$ cat src/rtl/sdram_wp_pkg.sv
// Shared constants and carriers for the write, precharge and page-mode logic.
// Assumes one 100 MHz clock; command decode is done on the same clock.
package sdram_wp_pkg;

  localparam int BANKS = 4;
  localparam int COL_W = 10;
  localparam int MODE_W = 15;

  // Mode register field positions
  localparam int MODE_BL_LSB = 0;
  localparam int MODE_ORDER_BIT = 3;
  localparam int MODE_CL_LSB = 4;
  localparam int MODE_SINGLE_WRITE_BIT = 9;

  // Burst length codes
  localparam logic [2:0] BL_ONE = 3'h0;
  localparam logic [2:0] BL_TWO = 3'h1;
  localparam logic [2:0] BL_FOUR = 3'h2;
  localparam logic [2:0] BL_EIGHT = 3'h3;
  localparam logic [2:0] BL_PAGE = 3'h7;

  // Read latency codes
  localparam logic [2:0] CL_TWO = 3'h2;
  localparam logic [2:0] CL_THREE = 3'h3;

  // Mode register holds an undefined value until loaded; zero is used here
  localparam logic [MODE_W-1:0] MODE_RESET = 15'h0000;

  // Output-disable delay after a high data mask on reads
  localparam int MASK_READ_DELAY = 2;

  typedef enum logic [2:0] {
    CMD_NOP,
    CMD_ACTIVATE,
    CMD_READ,
    CMD_WRITE,
    CMD_PRECHARGE,
    CMD_BURST_STOP,
    CMD_MODE_LOAD,
    CMD_REFRESH
  } command_type;

  typedef struct packed {
    command_type cmd;
    logic [1:0] bank;
    logic auto_pre;
    logic all_banks;
    logic [COL_W-1:0] col;
    logic [MODE_W-1:0] mode_bits;
  } request_type;

  typedef struct packed {
    logic valid;
    logic [1:0] bank;
    logic [COL_W-1:0] col;
  } access_type;

endpackage

$ cat src/rtl/bank_state_tracker.sv
// Open/idle state of every bank, with per-bank and all-bank precharge.
// Assumes activation and precharge strobes are one-cycle pulses.
module bank_state_tracker
  import sdram_wp_pkg::*;
#(
  parameter int NBANKS = BANKS
) (
  input wire logic ref_clk,
  input wire logic rst_n,
  input wire logic activate,
  input wire logic precharge,
  input wire logic precharge_all,
  input wire logic [1:0] bank,
  output logic [NBANKS-1:0] open_banks
);

  typedef struct packed {
    logic [NBANKS-1:0] open_banks;
  } state_type;

  state_type state_reg;
  state_type state_next;

  always_comb begin
    state_next = state_reg;
    for (int b = 0; b < NBANKS; b++) begin
      if (precharge_all) begin
        state_next.open_banks[b] = 1'b0;
      end else if (precharge && bank == 2'(b)) begin
        state_next.open_banks[b] = 1'b0;
      end else if (activate && bank == 2'(b)) begin
        state_next.open_banks[b] = 1'b1;
      end
    end
  end

  always_ff @(posedge ref_clk) begin
    if (!rst_n) begin
      state_reg <= '0;
    end else begin
      state_reg <= state_next;
    end
  end

  assign open_banks = state_reg.open_banks;

endmodule

$ cat src/rtl/burst_address_gen.sv
// Column address generator for one burst word.
// Assumes start column, word index and mode fields are stable in the cycle.
module burst_address_gen
  import sdram_wp_pkg::*;
#(
  parameter int COLS = COL_W
) (
  input wire logic [COLS-1:0] start_col,
  input wire logic [COLS-1:0] index,
  input wire logic [2:0] burst_code,
  input wire logic interleave,
  output logic [COLS-1:0] col
);

  logic [COLS-1:0] wrap_mask;
  logic [COLS-1:0] sum;

  always_comb begin
    case (burst_code)
      BL_TWO: wrap_mask = COLS'(1);
      BL_FOUR: wrap_mask = COLS'(3);
      BL_EIGHT: wrap_mask = COLS'(7);
      BL_PAGE: wrap_mask = '1;
      default: wrap_mask = '0;
    endcase
    sum = start_col + index;
    if (interleave && burst_code != BL_PAGE) begin
      col = start_col ^ (index & wrap_mask);
    end else begin
      // Page bursts wrap at the top column by natural overflow
      col = (start_col & ~wrap_mask) | (sum & wrap_mask);
    end
  end

endmodule

$ cat src/rtl/sdram_wp_core.sv
// Write, precharge, page-mode and burst-termination control with mode register.
// Assumes commands are already decoded on ref_clk; no array storage lives here.
//
// Contract
// - Write after activate delay; capture each edge
// - Auto-precharge write closes bank after burst
// - Precharge ends write burst same cycle
// - Full page writes continue until stop/precharge
// - Single-write mode writes exactly one word; page bursts ignore it and run until stop/precharge
// - Bank precharge closes only addressed bank
// - Precharge all accepted; all banks idle
// - New read/write accepted any cycle
// - Read interrupting write drops later data
// - Precharge stops read after latency minus one
// - Burst stop ends page read likewise
// - Burst stop ends page write immediately
// - Mode load from address and bank bits
// - Burst length from mode bits two..zero
// - Mode bit three selects address order
// - Interleave lacks full page support
// - Sequential increments, wrapping low bits
// - Interleave XORs low bits with index
// - Read latency from mode bits six..four
// - Mode bit nine selects single writes
// - Mask blocks write now, read later
module sdram_wp_core
  import sdram_wp_pkg::*;
#(
  parameter int COLS = COL_W
) (
  input wire logic ref_clk,
  input wire logic rst_n,
  input wire request_type request,
  input wire logic data_mask,
  output access_type write_access,
  output access_type read_access,
  output logic read_drive,
  output logic [BANKS-1:0] open_banks,
  output logic [MODE_W-1:0] operating_mode_register,
  output logic write_busy,
  output logic read_busy
);

  typedef enum logic [1:0] {
    WR_IDLE,
    WR_BURST,
    WR_AUTO_PRE
  } write_state_type;

  typedef struct packed {
    logic [MODE_W-1:0] mode;
    write_state_type wstate;
    logic [1:0] wbank;
    logic [COLS-1:0] wstart;
    logic [COLS-1:0] windex;
    logic wauto;
    logic rbusy;
    logic [1:0] rbank;
    logic [COLS-1:0] rstart;
    logic [COLS-1:0] rindex;
    logic rauto;
    logic [3:0] rpipe;
    logic [3:0] rstop_pipe;
    logic [MASK_READ_DELAY-1:0] mask_pipe;
    logic auto_pre_pulse;
    logic [1:0] auto_pre_bank;
    access_type wacc;
    access_type racc;
    logic drive;
  } state_type;

  state_type state_reg;
  state_type state_next;

  logic [2:0] burst_code;
  logic interleave;
  logic single_write;
  logic [2:0] latency_code;
  logic [COLS-1:0] burst_words;
  logic [COLS-1:0] write_col;
  logic [COLS-1:0] read_col;
  logic is_write;
  logic is_read;
  logic is_pre;
  logic is_stop;
  logic write_word;
  logic write_last;
  logic read_word;
  logic read_last;
  logic page_mode;
  logic [3:0] stop_at;

  assign burst_code = state_reg.mode[MODE_BL_LSB +: 3];
  assign interleave = state_reg.mode[MODE_ORDER_BIT];
  assign single_write = state_reg.mode[MODE_SINGLE_WRITE_BIT];
  assign latency_code = state_reg.mode[MODE_CL_LSB +: 3];
  // Interleave cannot run a page burst, so it falls back to sequential
  assign page_mode = (burst_code == BL_PAGE);

  always_comb begin
    case (burst_code)
      BL_TWO: burst_words = COLS'(2);
      BL_FOUR: burst_words = COLS'(4);
      BL_EIGHT: burst_words = COLS'(8);
      default: burst_words = COLS'(1);
    endcase
  end

  assign is_write = request.cmd == CMD_WRITE;
  assign is_read = request.cmd == CMD_READ;
  assign is_pre = request.cmd == CMD_PRECHARGE;
  assign is_stop = request.cmd == CMD_BURST_STOP;
  // Latency minus one; code three or two only, others treated as two
  assign stop_at = (latency_code == CL_THREE) ? 4'h2 : 4'h1;

  burst_address_gen #(
    .COLS(COLS)
  ) write_addr (
    .start_col(state_reg.wstart),
    .index(state_reg.windex),
    .burst_code(burst_code),
    .interleave(interleave),
    .col(write_col)
  );

  burst_address_gen #(
    .COLS(COLS)
  ) read_addr (
    .start_col(state_reg.rstart),
    .index(state_reg.rindex),
    .burst_code(burst_code),
    .interleave(interleave),
    .col(read_col)
  );

  bank_state_tracker #(
    .NBANKS(BANKS)
  ) banks (
    .ref_clk(ref_clk),
    .rst_n(rst_n),
    .activate(request.cmd == CMD_ACTIVATE),
    .precharge((is_pre && !request.all_banks) || state_reg.auto_pre_pulse),
    .precharge_all(is_pre && request.all_banks),
    .bank(state_reg.auto_pre_pulse ? state_reg.auto_pre_bank : request.bank),
    .open_banks(open_banks)
  );

  // A word is stored in the cycle its data is on the bus
  assign write_word = state_reg.wstate == WR_BURST;
  assign write_last = !page_mode && (single_write ||
    state_reg.windex == burst_words - COLS'(1));
  assign read_word = state_reg.rbusy;
  assign read_last = !page_mode && state_reg.rindex == burst_words - COLS'(1);

  always_comb begin
    state_next = state_reg;
    state_next.auto_pre_pulse = 1'b0;
    state_next.wacc = '0;
    state_next.racc = '0;
    state_next.mask_pipe = {state_reg.mask_pipe[MASK_READ_DELAY-2:0], data_mask};
    state_next.rpipe = {state_reg.rpipe[2:0], 1'b0};
    state_next.rstop_pipe = {state_reg.rstop_pipe[2:0], 1'b0};

    // Write data path: word taken on each edge after the command
    if (write_word) begin
      state_next.wacc.valid = !data_mask;
      state_next.wacc.bank = state_reg.wbank;
      state_next.wacc.col = write_col;
      state_next.windex = state_reg.windex + COLS'(1);
      if (write_last) begin
        state_next.wstate = state_reg.wauto ? WR_AUTO_PRE : WR_IDLE;
      end
    end
    if (state_reg.wstate == WR_AUTO_PRE) begin
      // Internal precharge follows the last written word
      state_next.auto_pre_pulse = 1'b1;
      state_next.auto_pre_bank = state_reg.wbank;
      state_next.wstate = WR_IDLE;
    end

    // Read column walk; data timing is a latency pipe
    if (read_word) begin
      state_next.racc.valid = 1'b1;
      state_next.racc.bank = state_reg.rbank;
      state_next.racc.col = read_col;
      state_next.rpipe[0] = 1'b1;
      state_next.rindex = state_reg.rindex + COLS'(1);
      if (read_last) begin
        state_next.rbusy = 1'b0;
        if (state_reg.rauto) begin
          state_next.auto_pre_pulse = 1'b1;
          state_next.auto_pre_bank = state_reg.rbank;
        end
      end
    end

    // Terminations: write stops in the same cycle as the command
    if ((is_pre && (request.all_banks || request.bank == state_reg.wbank))
        && state_reg.wstate == WR_BURST) begin
      state_next.wacc.valid = 1'b0;
      state_next.wstate = WR_IDLE;
    end
    if (is_stop && page_mode && state_reg.wstate == WR_BURST) begin
      state_next.wacc.valid = 1'b0;
      state_next.wstate = WR_IDLE;
    end
    if ((is_pre && (request.all_banks || request.bank == state_reg.rbank)) ||
        (is_stop && page_mode)) begin
      if (state_reg.rbusy) begin
        state_next.rbusy = 1'b0;
        state_next.racc.valid = 1'b0;
        state_next.rpipe[0] = 1'b0;
        // Output ends latency minus one cycles later
        state_next.rstop_pipe = {state_reg.rstop_pipe[2:0], 1'b1};
      end
    end

    // New column commands preempt any running burst
    if (is_read) begin
      if (state_reg.wstate == WR_BURST) begin
        state_next.wacc.valid = 1'b0;
        state_next.wstate = WR_IDLE;
      end
      state_next.rbusy = 1'b1;
      state_next.rbank = request.bank;
      state_next.rstart = request.col;
      state_next.rindex = '0;
      state_next.rauto = request.auto_pre;
    end
    if (is_write) begin
      state_next.rbusy = 1'b0;
      state_next.rpipe[0] = 1'b0;
      state_next.wstate = WR_BURST;
      state_next.wbank = request.bank;
      state_next.wstart = request.col;
      state_next.windex = '0;
      state_next.wauto = request.auto_pre;
    end
    if (request.cmd == CMD_MODE_LOAD) begin
      state_next.mode = request.mode_bits;
    end

    // Read drive follows latency unless stopped or masked two cycles back
    state_next.drive = (latency_code == CL_THREE ? state_reg.rpipe[1] : state_reg.rpipe[0])
      && !(state_reg.rstop_pipe[stop_at[1:0] - 2'h1])
      && !state_reg.mask_pipe[MASK_READ_DELAY-1];
  end

  always_ff @(posedge ref_clk) begin
    if (!rst_n) begin
      state_reg <= '0;
      state_reg.mode <= MODE_RESET;
      state_reg.wstate <= WR_IDLE;
    end else begin
      state_reg <= state_next;
    end
  end

  assign write_access = state_reg.wacc;
  assign read_access = state_reg.racc;
  assign read_drive = state_reg.drive;
  assign operating_mode_register = state_reg.mode;
  assign write_busy = state_reg.wstate != WR_IDLE;
  assign read_busy = state_reg.rbusy;

endmodule

$ cat config.mk
export PLATFORM = sky130hd
export DESIGN_NAME = sdram_wp_core
export DESIGN_NICKNAME = d
export VERILOG_FILES = /design/src/rtl/sdram_wp_pkg.sv /design/src/rtl/bank_state_tracker.sv /design/src/rtl/burst_address_gen.sv /design/src/rtl/sdram_wp_core.sv
export SDC_FILE = /design/constraint.sdc
export NUM_CORES = 1
export LEC_CHECK = 0
export ABC_AREA = 1
export CELL_PAD_IN_SITES_DETAIL_PLACEMENT = 0
export CELL_PAD_IN_SITES_GLOBAL_PLACEMENT = 1
export CORE_MARGIN = 2
export CORE_UTILIZATION = 50
export DETAILED_ROUTE_END_ITERATION = 16
export DONT_BUFFER_PORTS = 1
export GPL_TIMING_DRIVEN = 0
export PLACE_DENSITY = 0.95
export SLEW_MARGIN = 20
export SYNTH_ARGS = -nofsm -noshare
export SYNTH_HDL_FRONTEND = slang
export SYNTH_SLANG_ARGS = --single-unit
$ cat constraint.sdc
create_clock -name ref_clk -period 4.9 [get_ports ref_clk]
set_input_delay 0.49 -clock ref_clk [delete_from_list [all_inputs] [get_ports ref_clk]]
set_output_delay 0.49 -clock ref_clk [all_outputs]
set_load 0.005 [all_outputs]
==> out/metrics.yaml <==
timing:
  rsz0062_at_grt: "no"
  final_max_slew_viol_count: 0
  slew_headroom_pct: 59.61
  fin_crit_ns: 2.024
  post-route-period-util_pct: 41.30
  max_freq_mhz: 494.1
  fin_skew_ns: 0.01375
  tns_ns: 0
  fin_ws_ns: 2.876
  hold_viol: 0
  setup_violations: 0
  worstMarginPinSlew_ns: 0.6058
placed_design:
  gp_congestion: 0.8828
  post-dp-hpwl_um: 10620
  io_buffers: 0
  dp_slack_ns: 2.906
cells_and_area:
  drive_gt1_share_pct: 11.88
  n_antenna_cell: 0
  largest_register_ffs: 54
  final_cell_mix: "inv_1 (118), nand2_1 (118), dfxtp_1 (104), a21oi_1 (74), o21ai_0 (54)"
  syn2layout_area_growth_pct: 6.471
  nets: 819
  final.fill_count: 1035
  final_util_pct: 54.36
route:
  routedWlPerCell_um: 15.08
  drc: 0
  vias: 4872
  drt_iter0_drc: 254
  firstDrtPassIters: 5
  wirelength_um: 13670
  routed_via_density: 5.377
  postRouteAntennaNets: 0
floorplan:
  fp-row-count: 38
  fp.dieW_um: 109.0
  die-area_mm2: 0.01188
  die_h_um: 109.0
  io_pins: 83
  fp.coreArea_mm2: 0.01079
  start_util_pct: 51.05
global_route:
  grt_pass1_vias: 4645
  antenna_found_initial: 0
  grt_max_degree: 17
  track_usage_pct: 24.27
  grt_pass1_wl_um: 22030
  grt_overflow: 0
worst_setup_path:
  cp-start-kind: "register"
  crit_required_ns: 5.18
  cp.arrival_ns: 2.30
  critical_path_class: "reg2reg"
  cp_max_fo: 6
  end_kind: "register"
synthesis:
  ys_ff_latch: 104
  synth_area_mm2: 0.005510
  synth_cell_types: 46
  synth_xor_area_share_pct: 2.066
  syn-num-nets: 808
  synth_top_family_by_area: "simple AND/OR/NAND/NOR gates"
  seq_area_frac_synth_pct: 37.78
  synthMuxAreaShare_pct: 0
  synthFlopType: "dfxtp_1"
  synth-edff-count: 0
  synth_fa_ha_area_share_pct: 5.268
  async_flop_share_pct: 0
  syn_inst: 751
  synth-compound-area-share_pct: 17.21
  ys.warnings.count: 0
  yosys.area_share.simple_pct: 22.09
  synth_area_per_cell_um2: 7.337
clock_network:
  cts_buffers: 9
  clockBufferDepth: 2
  cts.sinks: 104
  cts_root_buf: "clkbuf_8"
  htree_levels: 3
  cts_tree: "done"
  cts_setup_buffers: 0
  hold_buffers: 0
  clk_pin_slew_ns: 0.09
  clkLatencyLatePin_ns: 0.39
  ctsResizeCount: 0
min_path:
  holdCritPathClass: "in2reg"
power:
  worst_ir_drop_vdd_uv: 181.6
  p_leak_uw: 0.002722
  p_per_area_mw_per_mm2: 258.7
run:
  maxCapViolCount: 0
run_status:
  status: "complete, no violations"
-- critical path, stage by stage (launching register included) --
cell,delay (ns)
dfxtp_1,0.45
ha_1,0.26
inv_1,0.07
fa_1,0.42
inv_1,0.10
nand3_1,0.07
nand2_1,0.10
nand4_1,0.10
nand3_1,0.10
nand2_1,0.05
o21ai_0,0.14
inv_1,0.06
-- cell usage after synthesis (all sizes together), types with 5 or more instances --
| cell | n | area [µm²] |
|---|---|---|
| inv | 124 | 465.4 |
| nand2 | 120 | 460.4 |
| dfxtp | 104 | 2082 |
| a21oi | 76 | 387.9 |
| o21ai | 55 | 275.3 |
| nor2 | 52 | 225.2 |
| buf | 49 | 355.3 |
| nand3 | 45 | 235.2 |
| ha | 20 | 250.2 |
| nor3 | 14 | 107.6 |
| nand4 | 13 | 81.33 |
| clkbuf | 9 | 33.78 |
| o22ai | 8 | 50.05 |
| xor2 | 8 | 70.07 |
| a31oi | 5 | 31.28 |
| o211ai | 5 | 37.54 |
| or2 | 5 | 31.28 |
| xnor2 | 5 | 43.79 |
-- cells by family (layout without fill, tap and decap cells) --
group | Yosys count | after routing
and+or+nand+nor | 259 | 259
buffers and inverters | 183 | 198
adders and majority gates | 22 | 22
DFF | 104 | 104
AOI/OAI and AO/OA | 170 | 170
xor gates and xnor gates | 13 | 13
-- per-stage QoR --
step,power (µW),cell area [µm²],std cells,hold slack (ns)
CTS,1530,5867,906,0.1857
finish,1518,5867,906,0.1988
floorplan,992.8,5510,751,0.3808
detailed placement,1028,5685,891,0.4004
global placement,1024,5685,891,0.3991
global route,1583,5867,906,0.1825
-- power breakdown --
| group | internal [µW] | switching, µW |
|---|---|---|
| logic | 44.5 | 82.6 |
| clock network | 211 | 298 |
| registers | 865 | 17.6 |
-- metal layers --
| layer | vias up | share of wire [%] | wire, µm | track usage (%) |
|---|---|---|---|---|
| met4 | 0 | 2.3 | 314 | 10.90 |
| li1 | 2448 | - | - | - |
| met3 | 23 | 6.6 | 904 | 5.021 |
| met2 | 163 | 46 | 6304 | 39.62 |
| met5 | - | 0 | 0 | 0 |
| met1 | 2238 | 45 | 6141 | 30.84 |
-- layout make-up --
type                       instances  area [µm²]  share of cell area, %
multi-input combinational        464        2570                  43.80
sequential                       104        2082                  35.49
inverter                         125       469.2                  7.997
buffer                            58       389.1                  6.633
tap                              140       175.2                  2.986
clock buffer                      11       151.4                  2.581
clock inverter                     4       30.03                 0.5118
-- path summary, 6_finish.rpt --
kind	cells past startpoint	slack (ns)	start	endpoint
hold reg to reg	2	0.42	state_next[31]$_SDFF_PN0_	state_reg[31]$_SDFF_PN0_
hold / removal	1	0.20	data_mask	write_access[12]$_SDFF_PN0_
setup reg to reg	11	2.88	state_reg[41]$_SDFFE_PP0P_	read_access[8]$_SDFF_PN0_
setup / recovery	11	2.88	state_reg[41]$_SDFFE_PP0P_	read_access[8]$_SDFF_PN0_
Power figures use the tool's default switching activity.
